## src/design/timer3_pkg.sv

```systemverilog
// Summary of operation
// - count is low byte plus high byte
// - split bit picks 16-bit or two 8-bit
// - clocks: system, system/12, external/8
// - external/8 always synchronised, in suspend too
// - counts in suspend, 16-bit or high-byte overflow wakes device (split low-byte overflow does not)
// - sync status high up to three clocks
// - 16-bit rollover reloads (wraps to 0 in capture), sets high flag
// - 16-bit overflow interrupts when enabled
// - low-byte rollover interrupts with low enable
// - split halves reload from own reload bytes
// - split: run bit gates high byte only
// - per-byte select: system, /12 or ext/8
// - split: each byte sets own flag
// - split interrupts: high byte, or low byte with low enable
// - flags cleared only by software
// - capture needs capture bit and not split
// - comparator rise copies count, sets flag
// - capture counts from system or system/12
package timer3_pkg;

  localparam logic [15:0] count_reset = 16'h0000;
  localparam logic [15:0] reload_reset = 16'h0000;
  localparam int system_clock_div = 12;
  localparam int ext_div = 8;
  localparam logic [3:0] presc_last = 4'hb;
  localparam logic [2:0] ext_last = 3'h7;
  localparam logic [1:0] sync_clocks = 2'h3;

  typedef struct packed {
    logic split_mode_bit;
    logic run_control_bit;
    logic external_clock_select;
    logic high_byte_clock_select;
    logic low_byte_clock_select;
    logic low_byte_interrupt_enable;
    logic capture_enable_bit;
    logic timer_interrupt_enable;
  } timer_cfg_t;

  typedef struct packed {
    logic [7:0] count_high_byte;
    logic [7:0] count_low_byte;
  } count_word_t;

endpackage : timer3_pkg

```

## src/design/timer3_reload_split_capture.sv

```systemverilog
`timescale 1ns/1ps
`default_nettype none
module timer3_reload_split_capture
  import timer3_pkg::*;
(
  input wire logic ref_clk,
  input wire logic rst_n,
  input wire timer_cfg_t cfg,
  input wire logic suspend,
  input wire logic wake_other,
  input wire logic ext_osc_clk,
  input wire logic comparator_out,
  input wire logic count_wr,
  input wire count_word_t count_wdata,
  input wire logic reload_wr,
  input wire count_word_t reload_wdata,
  input wire logic clr_high_flag,
  input wire logic clr_low_flag,
  output count_word_t count_value,
  output count_word_t reload_value,
  output logic high_overflow_flag,
  output logic low_overflow_flag,
  output logic irq,
  output logic wake,
  output logic sync_status_bit
);

  ////////////////////////////////////////////////////////////////////////////
  // clock sources
  logic [3:0] presc_reg, presc_next;
  logic [2:0] ext_div_reg, ext_div_next;
  logic ext_s1_reg, ext_s2_reg, ext_s3_reg;
  logic ext_tick, div12_tick;
  logic [1:0] sync_cnt_reg, sync_cnt_next;
  logic cmp_reg;

  always_comb
  begin
    presc_next = (presc_reg == presc_last) ? 4'h0 : presc_reg + 4'h1;
    div12_tick = (presc_reg == presc_last);
    ext_tick = ext_s2_reg & ~ext_s3_reg;
    // ext/8: counts synchronised rising edges
    ext_div_next = ext_tick ? ext_div_reg + 3'h1 : ext_div_reg;
  end

  logic ext_fire;
  assign ext_fire = ext_tick && ext_div_reg == ext_last;

  ////////////////////////////////////////////////////////////////////////////
  // counter state
  count_word_t cnt_reg, cnt_next, rl_reg, rl_next;
  logic hf_reg, hf_next, lf_reg, lf_next, irq_reg, irq_next;
  logic capture, cap_edge, tick_l, tick_h, run_h;
  logic ovf_l, ovf_h, ovf16;

  function automatic logic pick_tick(input logic sel, input logic xsel,
                                     input logic cap);
    if (sel)
      pick_tick = 1'b1;
    else if (xsel && !cap)
      pick_tick = ext_fire;
    else
      pick_tick = div12_tick;
  endfunction : pick_tick

  always_comb
  begin
    capture = cfg.capture_enable_bit & ~cfg.split_mode_bit;
    cap_edge = capture & comparator_out & ~cmp_reg;
    // capture: ext clock not offered, falls back to /12
    tick_l = pick_tick(cfg.low_byte_clock_select,
                       cfg.external_clock_select, capture);
    tick_h = pick_tick(cfg.high_byte_clock_select,
                       cfg.external_clock_select, capture);
    run_h = cfg.run_control_bit;
    cnt_next = cnt_reg;
    rl_next = rl_reg;
    ovf_l = 1'b0;
    ovf_h = 1'b0;
    ovf16 = 1'b0;
    if (cfg.split_mode_bit)
    begin
      // low byte always runs; high byte gated
      if (tick_l)
      begin
        ovf_l = cnt_reg.count_low_byte == 8'hff;
        cnt_next.count_low_byte = ovf_l ? rl_reg.count_low_byte
                                  : cnt_reg.count_low_byte + 8'h01;
      end
      if (run_h && tick_h)
      begin
        ovf_h = cnt_reg.count_high_byte == 8'hff;
        cnt_next.count_high_byte = ovf_h ? rl_reg.count_high_byte
                                   : cnt_reg.count_high_byte + 8'h01;
      end
    end
    else if (run_h && tick_l)
    begin
      ovf_l = cnt_reg.count_low_byte == 8'hff;
      ovf16 = cnt_reg == 16'hffff;
      if (ovf16 && !capture)
        cnt_next = rl_reg;
      else
        cnt_next = cnt_reg + 16'h0001;
    end
    if (cap_edge)
      rl_next = cnt_reg;
    if (reload_wr)
      rl_next = reload_wdata;
    if (count_wr)
      cnt_next = count_wdata;
    // set beats clear; no hardware clear
    hf_next = (hf_reg & ~clr_high_flag) | ovf_h | ovf16
              | cap_edge;
    lf_next = (lf_reg & ~clr_low_flag) | ovf_l;
    irq_next = cfg.timer_interrupt_enable & (hf_next
               | (cfg.low_byte_interrupt_enable & lf_next));
  end

  ////////////////////////////////////////////////////////////////////////////
  // suspend sync status
  always_comb
  begin
    sync_cnt_next = sync_cnt_reg;
    if (suspend && wake_other)
      sync_cnt_next = sync_clocks;
    else if (sync_cnt_reg != 2'h0 && ext_fire)
      sync_cnt_next = sync_cnt_reg - 2'h1;
  end

  always_ff @(posedge ref_clk)
  begin
    if (!rst_n)
    begin
      presc_reg <= 4'h0;
      ext_div_reg <= 3'h0;
      ext_s1_reg <= 1'b0;
      ext_s2_reg <= 1'b0;
      ext_s3_reg <= 1'b0;
      cmp_reg <= 1'b0;
      cnt_reg <= count_reset;
      rl_reg <= reload_reset;
      hf_reg <= 1'b0;
      lf_reg <= 1'b0;
      irq_reg <= 1'b0;
      sync_cnt_reg <= 2'h0;
    end
    else
    begin
      presc_reg <= presc_next;
      ext_div_reg <= ext_div_next;
      ext_s1_reg <= ext_osc_clk;
      ext_s2_reg <= ext_s1_reg;
      ext_s3_reg <= ext_s2_reg;
      cmp_reg <= comparator_out;
      cnt_reg <= cnt_next;
      rl_reg <= rl_next;
      hf_reg <= hf_next;
      lf_reg <= lf_next;
      irq_reg <= irq_next;
      sync_cnt_reg <= sync_cnt_next;
    end
  end

  assign count_value = cnt_reg;
  assign reload_value = rl_reg;
  assign high_overflow_flag = hf_reg;
  assign low_overflow_flag = lf_reg;
  assign irq = irq_reg;
  assign wake = suspend & hf_reg;
  assign sync_status_bit = sync_cnt_reg != 2'h0;
endmodule : timer3_reload_split_capture
`default_nettype wire

```

## config.mk

```make
export PLATFORM = sky130hd
export DESIGN_NAME = timer3_reload_split_capture
export DESIGN_NICKNAME = d
export VERILOG_FILES = /design/src/design/timer3_pkg.sv /design/src/design/timer3_reload_split_capture.sv
export SDC_FILE = /design/constraint.sdc
export NUM_CORES = 1
export LEC_CHECK = 0
export BUFFER_PORTS_ARGS = -buffer_cell sky130_fd_sc_hd__buf_2
export CAP_MARGIN = 20
export CORE_ASPECT_RATIO = 0.6
export CORE_MARGIN = 2
export CORE_UTILIZATION = 47
export DETAILED_ROUTE_END_ITERATION = 12
export PLACE_DENSITY = 0.76
export REMOVE_ABC_BUFFERS = 1
export SLEW_MARGIN = 30
export SYNTH_ARGS = -nofsm -noshare
export SYNTH_HDL_FRONTEND = slang
export SYNTH_SLANG_ARGS = --single-unit
export TNS_END_PERCENT = 5
```

## constraint.sdc

```tcl
create_clock -name ref_clk -period 2 [get_ports ref_clk]
set_input_delay 0.1 -clock ref_clk [delete_from_list [all_inputs] [get_ports ref_clk]]
set_output_delay 0.1 -clock ref_clk [all_outputs]
set_load 0.02 [all_outputs]
```

# Word-level counts from Yosys, hierarchy flattened
# Index checks and enable logic that the tools add are counted.
[word_totals]
reg_bits = 48
in_bits = 50
output_inout_bits = 37
wordCells = 84
[classes]
addsub = 6
eq_ne = 7
n_mux = 22
n_bitwise = 20
n_reduce_logical = 15
[ops]
columns = ["op", "n"]
rows = [
  ["16-bit two-way mux", 6],
  ["8-bit two-way mux", 4],
  ["16-bit by 1-bit adder with 16-bit output, second input constant", 1],
  ["8-bit by 1-bit adder with 8-bit output, second input constant", 2],
  ["16-bit equality test, second input constant", 1],
  ["8-bit equality test, second input constant", 2],
  ["1-bit two-way mux", 10],
  ["1-bit bitwise AND", 9],
  ["1-bit logical AND", 7],
  ["3-bit by 1-bit != test with 1-bit output, second input constant", 2],
  ["1-bit inverter", 6],
  ["2-bit nonzero test", 3],
  ["1-bit bitwise OR", 5],
  ["4-bit by 1-bit adder with 4-bit output, second input constant", 1],
  ["4-bit equality test, second input constant", 1],
  ["2-bit two-way mux", 2],
  ["2-bit AND reduction", 2],
  ["3-bit by 1-bit adder with 3-bit output, second input constant", 1],
  ["3-bit equality test, second input constant", 1],
  ["3-bit nonzero test", 1],
  ["2-bit OR reduction", 1],
  ["2-bit by 1-bit subtractor with 2-bit output, second input constant", 1],
  ["1-bit logical NOT", 1],
]

# Depth between registers and ports, before layout
# Gate-level depths: netlist (run 1).
[logic_depth]
word_depth = 14
ltp_mapped = 7
depth_no_buf = 7

# Worst setup path after synthesis (run 1)
# Ideal clock, no wire load.
[synth_timing]
kind = "reg-to-reg"
start = "reg cnt_reg (netlist bit count_value[8])"
end = "reg cnt_reg (netlist bit count_value[10])"
setup_time_ns = 0.117
t_arrival_ns = 2.080
required_ns = 1.883
slack_ns = -0.197
stages_incl_launch_ff = 7
n_path_buf = 0
period_less_slack_ns = 2.197
path_cell_list = "dfxtp_1 ha_1 nand4_2 nor4_4 nor2_2 a221o_1 a32o_1"
[synth_via]
elab_chain_cells = 6
elab_cells_between_ends = 11
cone_classes = "2 x add/sub; 2 x eq/ne; 6 x mux; 1 x reduce/logical"
[synth_rtl]
columns = ["element", "line", "rtl"]
rows = [
  ["start, declared", "timer3_reload_split_capture.sv:51", "count_word_t cnt_reg, cnt_next, rl_reg, rl_next;"],
  ["start signal, assigned", "timer3_reload_split_capture.sv:141", "cnt_reg <= count_reset;"],
  ["start signal, assigned", "timer3_reload_split_capture.sv:156", "cnt_reg <= cnt_next;"],
  ["parallel branches: the longest is 4 deep, another holds 16-bit by 1-bit adder with 16-bit output", "n/a", ""],
  ["16-bit two-way mux *", "timer3_reload_split_capture.sv:81", "if (cfg.split_mode_bit)"],
  ["16-bit two-way mux *", "timer3_reload_split_capture.sv:110", "if (count_wr)"],
]
# Mark *: on every way between the ends. The select of a mux whose other input is x is not followed.
# A chain may end at the register's enable or synchronous reset.

# Worst setup path in the final report (run 1)
[layout_timing]
start = "reg cnt_reg (netlist bit count_value[14])"
end = "reg cnt_reg (netlist bit count_value[6])"
[layout_via]
elab_chain_cells = 6
[layout_rtl]
columns = ["element", "line", "rtl"]
rows = [
  ["16-bit equality test", "timer3_reload_split_capture.sv:100", "ovf16 = cnt_reg == 16'hffff;"],
  ["1-bit logical AND", "timer3_reload_split_capture.sv:101", "if (ovf16 && !capture)"],
  ["16-bit two-way mux", "timer3_reload_split_capture.sv:101", ""],
  ["16-bit two-way mux", "timer3_reload_split_capture.sv:97", "else if (run_h && tick_l)"],
  ["16-bit two-way mux", "timer3_reload_split_capture.sv:81", ""],
  ["16-bit two-way mux", "timer3_reload_split_capture.sv:110", ""],
]
# Every way passes these cells. The select of a mux whose other input is x is not followed.

==> flow_summary.toml, run 1 <==
[sta]
skew_ns = 0.00481
fin_crit_sh_pct = 96.1
timing.fmax_ghz = 0.520
finalHoldWorstSlack_ns = 0.00455
setup_viol = 0
finalCriticalPeriod_ns = 1.92
slew_viol_final = 0
worst_slew_pin_slew_ns = 0.532
hold_viol_final = 0
slew_headroom_pct = 64.4

[logic_synthesis]
synth.distinct_cells = 64
ys_async_sr_fraction_pct = 0
syn_inst = 349
yosys_warnings = 0
yosysSeqAreaShare_pct = 32.3
syn-cell-area_sq_um = 2980
ys_ff_latch = 48
ys_top_cells_by_area = "dfxtp_1 32%, mux2i_1 7.1%, mux2_2 4.9%, nor2_1 4.9%, o21ai_0 3.2%"
synth_top_area_share_pct = 32.3
yosys.area.top_type = "dfxtp_1"
ys.flop_type = "dfxtp_1"
synth_edf_count = 0
avgSynthCellArea_sq_um = 8.53

[floorplan]
fp.coreArea_sq_um = 6110
die-height_um = 65.6
pin_count = 87
die_x_um = 107
dieArea_sq_um = 7010
rows = 22
initial_core_util_pct = 48.7

[setup_path]
crit_slowest_cell = "dfxtp_1"
r2r_slack_ns = 0.08
start_kind = "flop"
critPathKind = "reg2reg"
worst_ep_required_time_ns = 2.22
worstPathMaxFanout = 7
end_kind = "flop"
crit_family = "simple AND/OR/NAND/NOR gates"
cp_cell_sequence = "nand3_2 -> nor4_4 -> buf_4 -> a21o_2 -> a2111oi_4 -> a311oi_1"
crit_end = "count_value[6]"
reg2reg_to = "count_value[6]"
crit_start = "count_value[14]"
worst-path-stages = 6
slowest_delay_ns = 0.46
regToRegStartpoint = "count_value[14]"
worstRegToRegCells = 6
cp.arrival_ns = 2.14
cp.buffers_inverters = 1

[placement]
port_buffers = 86
gp_congestion = 0.948
hpwlAfterDp_mm = 6.97
dp.cells = 534

[finish]
utilization_pct = 63.9
regArea_sq_um = 962
areaGrowthSynthToFinish_pct = 31.2
multi_input_area_sq_um = 1960
antenna_cells = 0
nNetsFinal = 518
drive_gt1_share_pct = 36.9
fillers = 548
instances_no_fill = 547

[clock_tree]
htreeDepth = 2
cts_num_sinks = 48
clkTransAtPathRegs_ns = 0.09
cts_made_buffers = 5
clk_latency_ns = 0.31
cts_tree = "yes"
clk_path_buf_depth = 2
root_buffer = "clkbuf_8"

[global_routing]
grt_max_degree = 25
overflow = 0
antenna_found_initial = 0
grt_pass1_wl_mm = 15.1
grt_util_all_layers_pct = 27.5
grt_pass1_vias = 3024

[worst_hold_path]
worstHoldPathType = "in2reg"

[detailed_routing]
postRouteAntennaNets = 0
drt_iter0_drc = 195
routed_wl_mm = 9.38
drt_drc_violations_left = 0
first_pass_iters = 5
viasPerCell = 5.79
vias = 3166
route.detailed.wl_per_inst_um = 17.2

[flow_run]
cap_violations = 0

[power_and_ir_drop]
p_leak_nw = 1.75
ir_worst_vdd_mv = 0.246
powerDensity_nw_per_um2 = 580

[run_status]
status = "completed"
==> worst min path at each step <==
stage	from	endpoint	slack, ns	depth (start not counted)
floorplan	rst_n	presc_reg[0]	0.21	2
global placement	ext_osc_clk	ext_s1_reg	0.31	2
detailed placement	ext_osc_clk	ext_s1_reg	0.31	2
CTS	cfg[0]	irq	0.007	3
global route	cfg[0]	irq	0.02	3
finish	cfg[0]	irq	0.005	3
==> cells by family after synthesis <==
group                    Yosys count  synth area share [%]
adder cells (fa/ha/maj)            6                  2.52
flip-flops                        48                  32.3
multiplexers                      34                  12.0
AND/OR/NAND/NOR                  125                  23.2
XOR/XNOR                           8                  2.35
AO/OA/AOI/OAI                     94                  22.8
buffers and inverters             34                  4.88
==> routing by layer <==
| layer | up-vias | wire length (um) | global-route usage, % |
|---|---|---|---|
| met5 | - | 0 | 0 |
| met4 | 0 | 88 | 6.98 |
| met3 | 13 | 840 | 6.25 |
| met2 | 168 | 3990 | 42.4 |
| met1 | 1464 | 4470 | 39.0 |
| li1 | 1521 | - | - |
==> area by class of cell <==
| class | count | share of cell area, % |
|---|---|---|
| Clock inverter | 1 | 0.192 |
| Clock buffer | 7 | 2.21 |
| Tap cell | 84 | 2.69 |
| Multi-Input combinational cell | 267 | 50.2 |
| Timing Repair Buffer | 125 | 18.6 |
| Sequential cell | 48 | 24.6 |
| Inverter | 15 | 1.44 |
==> worst register-to-register path, cell delays in order, from the launching register on <==
cell and delay (ns):
dfxtp_1 0.46, nand3_2 0.23, nor4_4 0.46, buf_4 0.21
a21o_2 0.15, a2111oi_4 0.07, a311oi_1 0.27
==> synth_stat cells, types with 5 or more instances <==
cell type,count
nor3_1,5
a211oi_1,7
inv_1,13
o31ai_1,9
mux2_2,13
ha_1,6
dfxtp_1,48
a31oi_1,9
nand2_1,22
o21ai_0,19
nor2_1,39
and3_1,6
mux2i_1,21
a21oi_1,11
clkbuf_1,9
nand3_1,11
and2_1,9
nand2b_1,6
xnor2_1,8
==> placed cells by master (no fill, tap or decap), types with 10 or more instances in the layout <==
cell type,count
mux2_2,13
mux2i_1,21
buf_4,38
o21ai_0,19
nand2_1,22
inv_1,13
nor2_1,38
buf_2,86
dfxtp_1,47
nand3_1,10
a21oi_1,10
==> power by group <==
| part | internal, mW | switching, mW |
|---|---|---|
| sequential | 1.01 | 0.0562 |
| clock | 0.282 | 0.353 |
| combinational | 0.244 | 0.313 |
==> repair_timing <==
| action | in CTS | in global routing |
|---|---|---|
| setup endpoints to repair | 2 | 15 |
| endpoints found under the hold margin | 1 | 0 |
| pin swaps | 0 | 4 |
| buffers inserted | 0 | 4 |
| hold buffers | 1 | 0 |
| gates resized for setup | 3 | 15 |
==> through the flow <==
stage | power, mW | setup TNS (ns) | instance area (sq um) | worst slack (ns)
after floorplan | 1.37 | -0.727 | 2890 | -0.198
after global placement | 1.61 | 0 | 3680 | 0.0953
after detailed placement | 1.62 | -0.0860 | 3680 | -0.0860
after CTS | 2.25 | 0 | 3800 | 0.0112
after global routing | 2.37 | -0.0425 | 3910 | -0.0425
final | 2.26 | 0 | 3910 | 0.0786
(Power assumes the default switching activity.)
==> inputs of run 2 (changes only) <==
- GPL_TIMING_DRIVEN: unset -> 0
==> flow_summary.toml, run 2 (synthesized netlist as in run 1, its figures left out) <==
[run_status]
status = "completed"

[power_and_ir_drop]
p_leak_nw = 1.64
p_switching_uw = 682
pwr-share-seq_pct = 50.3
intPower_mw = 1.52
p_sw_share_pct = 31.0
combPwrFrac_pct = 22.4
pwr-share-clk_pct = 27.3
ir_worst_vdd_mv = 0.284
powerDensity_nw_per_um2 = 576

[setup_path]
start_kind = "flop"
cp.arrival_ns = 2.13
crit_slowest_cell = "dfxtp_4"
cp_cell_sequence = "ha_4 -> nand4b_1 -> nor4_4 -> buf_4 -> nor2_2 -> a221o_1 -> a32o_1"
slowest_delay_ns = 0.38
cp.buffers_inverters = 1
worstPathMaxFanout = 5
crit_family = "simple AND/OR/NAND/NOR gates"
end_kind = "flop"
r2r_slack_ns = 0.07
critPathKind = "reg2reg"
crit_start = "count_value[1]"
worst_ep_required_time_ns = 2.20
regToRegStartpoint = "count_value[1]"

[worst_hold_path]
worstHoldPathType = "in2reg"
min_from = "cfg[0]"

[placement]
gp_congestion = 0.938
port_buffers = 86
hpwlAfterDp_mm = 6.10
dpl_cell_area_sq_um = 3440

[sta]
skew_ns = 0.0104
slew_headroom_pct = 61.0
rsz0062_at_grt = "yes"
hold_viol_final = 0
slew_viol_final = 0
finalHoldWorstSlack_ns = 0.0241
timing.fmax_ghz = 0.517
setup_viol = 0
fin_crit_sh_pct = 96.7
worst_slew_pin_slew_ns = 0.585
finalCriticalPeriod_ns = 1.93

[global_routing]
grt_pass1_wl_mm = 13.8
grt_max_degree = 27
grt_util_all_layers_pct = 24.8
overflow = 0
antenna_found_initial = 0
grt_pass1_vias = 2771

[clock_tree]
clk_path_buf_depth = 2
htreeDepth = 2
cts_made_buffers = 5
root_buffer = "clkbuf_8"
clk_latency_ns = 0.30
cts_num_sinks = 48
clkTransAtPathRegs_ns = 0.09
cts_tree = "yes"

[detailed_routing]
viasPerCell = 5.80
vias = 3059
route.detailed.wl_per_inst_um = 16.6
routed_wl_mm = 8.77
first_pass_iters = 5
drt_iter0_drc = 230
postRouteAntennaNets = 0
drt_drc_violations_left = 0

[floorplan]
initial_core_util_pct = 48.7
dieArea_sq_um = 7010
rows = 22
pin_count = 87
die_x_um = 107
die-height_um = 65.6
fp.coreArea_sq_um = 6110

[flow_run]
cap_violations = 0

[finish]
final_cell_mix = "86 x buf_2, 38 x nor2_1, 37 x dfxtp_1"
final_common_cell = "buf_2"
nNetsFinal = 498
design_area_sq_um = 3820
areaGrowthSynthToFinish_pct = 28.3
antenna_cells = 0
drive_gt1_share_pct = 37.0
==> run 2: per-layer routing <==
metal / share of wire, % / global-route usage, % / wire length [um] / vias to the layer above
li1: - / - / - / 1482
met1: 49 / 36.3 / 4310 / 1412
met2: 43 / 38.4 / 3740 / 155
met3: 7.2 / 4.46 / 635 / 10
met4: 1.0 / 4.06 / 89 / 0
met5: 0 / 0 / 0 / -
==> run 2: repair_timing <==
action | 4_1_cts | 5_1_grt
resized for setup | 18 | 23
endpoints found under the hold margin | 1 | 0
setup buffers | 4 | 13
pin swaps | 3 | 7
hold buffers | 1 | 0
setup endpoints to repair | 17 | 16
==> run 2: worst min-delay path, delay by kind of cell <==
kind	cells	cell delay (ns)
AO/OA/AOI/OAI	1	0.03
buffers and inverters	1	0.10
AND/OR/NAND/NOR	1	0.05
==> run 2: layout make-up <==
class / count / area (sq um)
Clock buffer: 8 / 90.1
Fill cell: 549 / 2290
Inverter: 15 / 60.1
Timing Repair Buffer: 105 / 583
Multi-Input combinational cell: 267 / 2000
Tap cell: 84 / 105
Sequential cell: 48 / 985
==> run 2: worst paths after layout <==
| path | depth (start not counted) | to |
|---|---|---|
| worst max register to register | 7 | count_value[10] |
| worst min-delay path | 3 | irq |
| worst max-delay path | 7 | count_value[10] |
| worst min register to register | 1 | presc_reg[0] |
==> run 2: stage by stage <==
stage	power, mW	setup WS, ns	utilization [%]	TNS [ns]	instances
after floorplan	1.37	-0.198	-	-0.727	330
after global placement	1.55	-0.384	56.0	-4.84	500
after detailed placement	1.56	-0.380	56.3	-3.41	501
after CTS	2.16	-0.0106	59.4	-0.0106	514
after global routing	2.31	-0.0214	62.5	-0.0401	527
final	2.20	0.0663	62.5	0	527
==> run 2: power by group through the flow <==
stage	logic (mW)	clock network [mW]	registers, mW
2_1_floorplan	0.215	0	1.15
4_1_cts	0.454	0.607	1.10
6_report	0.492	0.602	1.11
3_3_place_gp	0.432	0	1.12
3_5_place_dp	0.443	0	1.12
5_1_grt	0.538	0.657	1.12
==> inputs of run 3 (changes only) <==
- PLACE_DENSITY: 0.76 -> 0.73
==> flow_summary.toml, run 3 (synthesized netlist as in run 1, its figures left out) <==
[worst_hold_path]
worstHoldPathType = "in2reg"

[floorplan]
pin_count = 87
dieArea_sq_um = 7010
fp.coreArea_sq_um = 6110
rows = 22
die-height_um = 65.6
die_x_um = 107
initial_core_util_pct = 48.7

[setup_path]
cp.arrival_ns = 2.23
start_kind = "flop"
slowest_delay_ns = 0.54
cp_cell_sequence = "ha_4 -> nand4b_1 -> o21ai_1 -> and2_4 -> or4b_4 -> a211oi_2"
worst_ep_required_time_ns = 2.23
worstPathMaxFanout = 8
critPathKind = "reg2reg"
end_kind = "flop"
crit_slowest_cell = "or4b_4"

[sta]
fin_ws_ns = 0.000149
rsz0062_at_grt = "yes"
fin_crit_sh_pct = 100
finalCriticalPeriod_ns = 2.00
finalHoldWorstSlack_ns = 0.00782
skew_ns = 0.00508
setup_viol = 0
timing.fmax_ghz = 0.500
worst_slew_pin_slew_ns = 0.650
slew_headroom_pct = 56.6
slew_viol_final = 0
hold_viol_final = 0

[clock_tree]
clkTransAtPathRegs_ns = 0.09
clk_path_buf_depth = 2
cts_made_buffers = 5
cts_tree = "yes"
cts_num_sinks = 48
clk_latency_ns = 0.30
root_buffer = "clkbuf_8"
htreeDepth = 2

[detailed_routing]
route.detailed.wl_per_inst_um = 16.6
viasPerCell = 5.88
vias = 3065
drt_iter0_drc = 201
drt_drc_violations_left = 0
routed_wl_mm = 8.64
postRouteAntennaNets = 0
first_pass_iters = 4

[finish]
drive_gt1_share_pct = 37.5
antenna_cells = 0
final_common_cell = "buf_2"
areaGrowthSynthToFinish_pct = 28.5
instances_no_fill = 521
final_cell_mix = "86 x buf_2, 37 x nor2_1, 37 x dfxtp_1"
nNetsFinal = 494
fillers = 551
design_area_sq_um = 3820

[global_routing]
grt_pass1_wl_mm = 13.4
grt_util_all_layers_pct = 24.3
grt_max_degree = 27
overflow = 0
grt_pass1_vias = 2695
antenna_found_initial = 1

[placement]
hpwlAfterDp_mm = 5.89
dpl_worst_slack_ns = -0.480
dpl_cell_area_sq_um = 3420
port_buffers = 86
dp.cells = 500
gp_congestion = 0.916

[power_and_ir_drop]
combPwrFrac_pct = 21.5
powerDensity_nw_per_um2 = 596
pwr-share-clk_pct = 30.0
pwr-share-seq_pct = 48.5
p_switching_uw = 685
p_sw_share_pct = 30.1
ir_worst_vdd_mv = 0.343
total_power_mw = 2.28
p_leak_nw = 1.63
intPower_mw = 1.59

[run_status]
status = "completed"

[flow_run]
cap_violations = 0
==> run 3: changes by cell type in the layout (fill, tap and decap cells not counted), sizes merged <==
cell / before / now
bufinv: 0 / 1
clkbuf: 8 / 5
buf: 104 / 100
==> run 3: final timing paths <==
kind,from,to,cells past startpoint,slack [ns]
worst max-delay path,count_value[0],count_value[11],6,0.0001
worst min-delay path,comparator_out,cmp_reg,2,0.008
worst max register to register,count_value[0],count_value[11],6,0.0001
worst min register to register,ext_s1_reg,ext_s2_reg,1,0.45
==> run 3: area by class of cell <==
| type | instances | area [sq um] | share of cell area, % |
|---|---|---|---|
| clock buffers | 5 | 68.8 | 1.80 |
| clock inverters | 1 | 30.0 | 0.785 |
| inverters | 15 | 60.1 | 1.57 |
| multi-input cells | 267 | 2030 | 53.0 |
| flip-flops and latches | 48 | 985 | 25.8 |
| well taps | 84 | 105 | 2.75 |
| repair buffers | 101 | 549 | 14.4 |
==> run 3: per-stage QoR <==
stage | setup TNS (ns) | util, %
3_5_place_dp | -6.03 | 56.0
4_1_cts | -0.00381 | 59.3
3_3_place_gp | -4.77 | 56.0
6_report | 0 | 62.6
5_1_grt | -0.197 | 62.6
2_1_floorplan | -0.727 | -
==> run 3: repair_timing <==
action                                  4_1_cts  5_1_grt
setup buffers                                 2       11
endpoints found under the setup margin       17       15
hold buffers                                  1        0
pin swaps                                     1       13
endpoints found under the hold margin         1        0
gates resized for setup                      22       25
==> run 3: power groups by stage <==
stage / sequential, mW / clock [mW] / combinational (mW)
floorplan: 1.15 / 0 / 0.215
finish: 1.10 / 0.683 / 0.490
CTS: 1.10 / 0.693 / 0.452
global placement: 1.12 / 0 / 0.429
global route: 1.11 / 0.720 / 0.535
detailed placement: 1.12 / 0 / 0.441
==> run 3: critical path, delay by kind of cell, from the launching register on <==
family	cells	cell delay (ns)
AND/OR/NAND/NOR	3	0.97
flip-flops	1	0.39
AO/OA/AOI/OAI	2	0.38
adder cells (fa/ha/maj)	1	0.18
==> run 3: per-layer routing <==
layer  wire length (um)  GRT usage (%)
met5                  0              0
met4                 93           6.98
met2               3830           36.1
met1               3970           35.0
met3                743           5.65
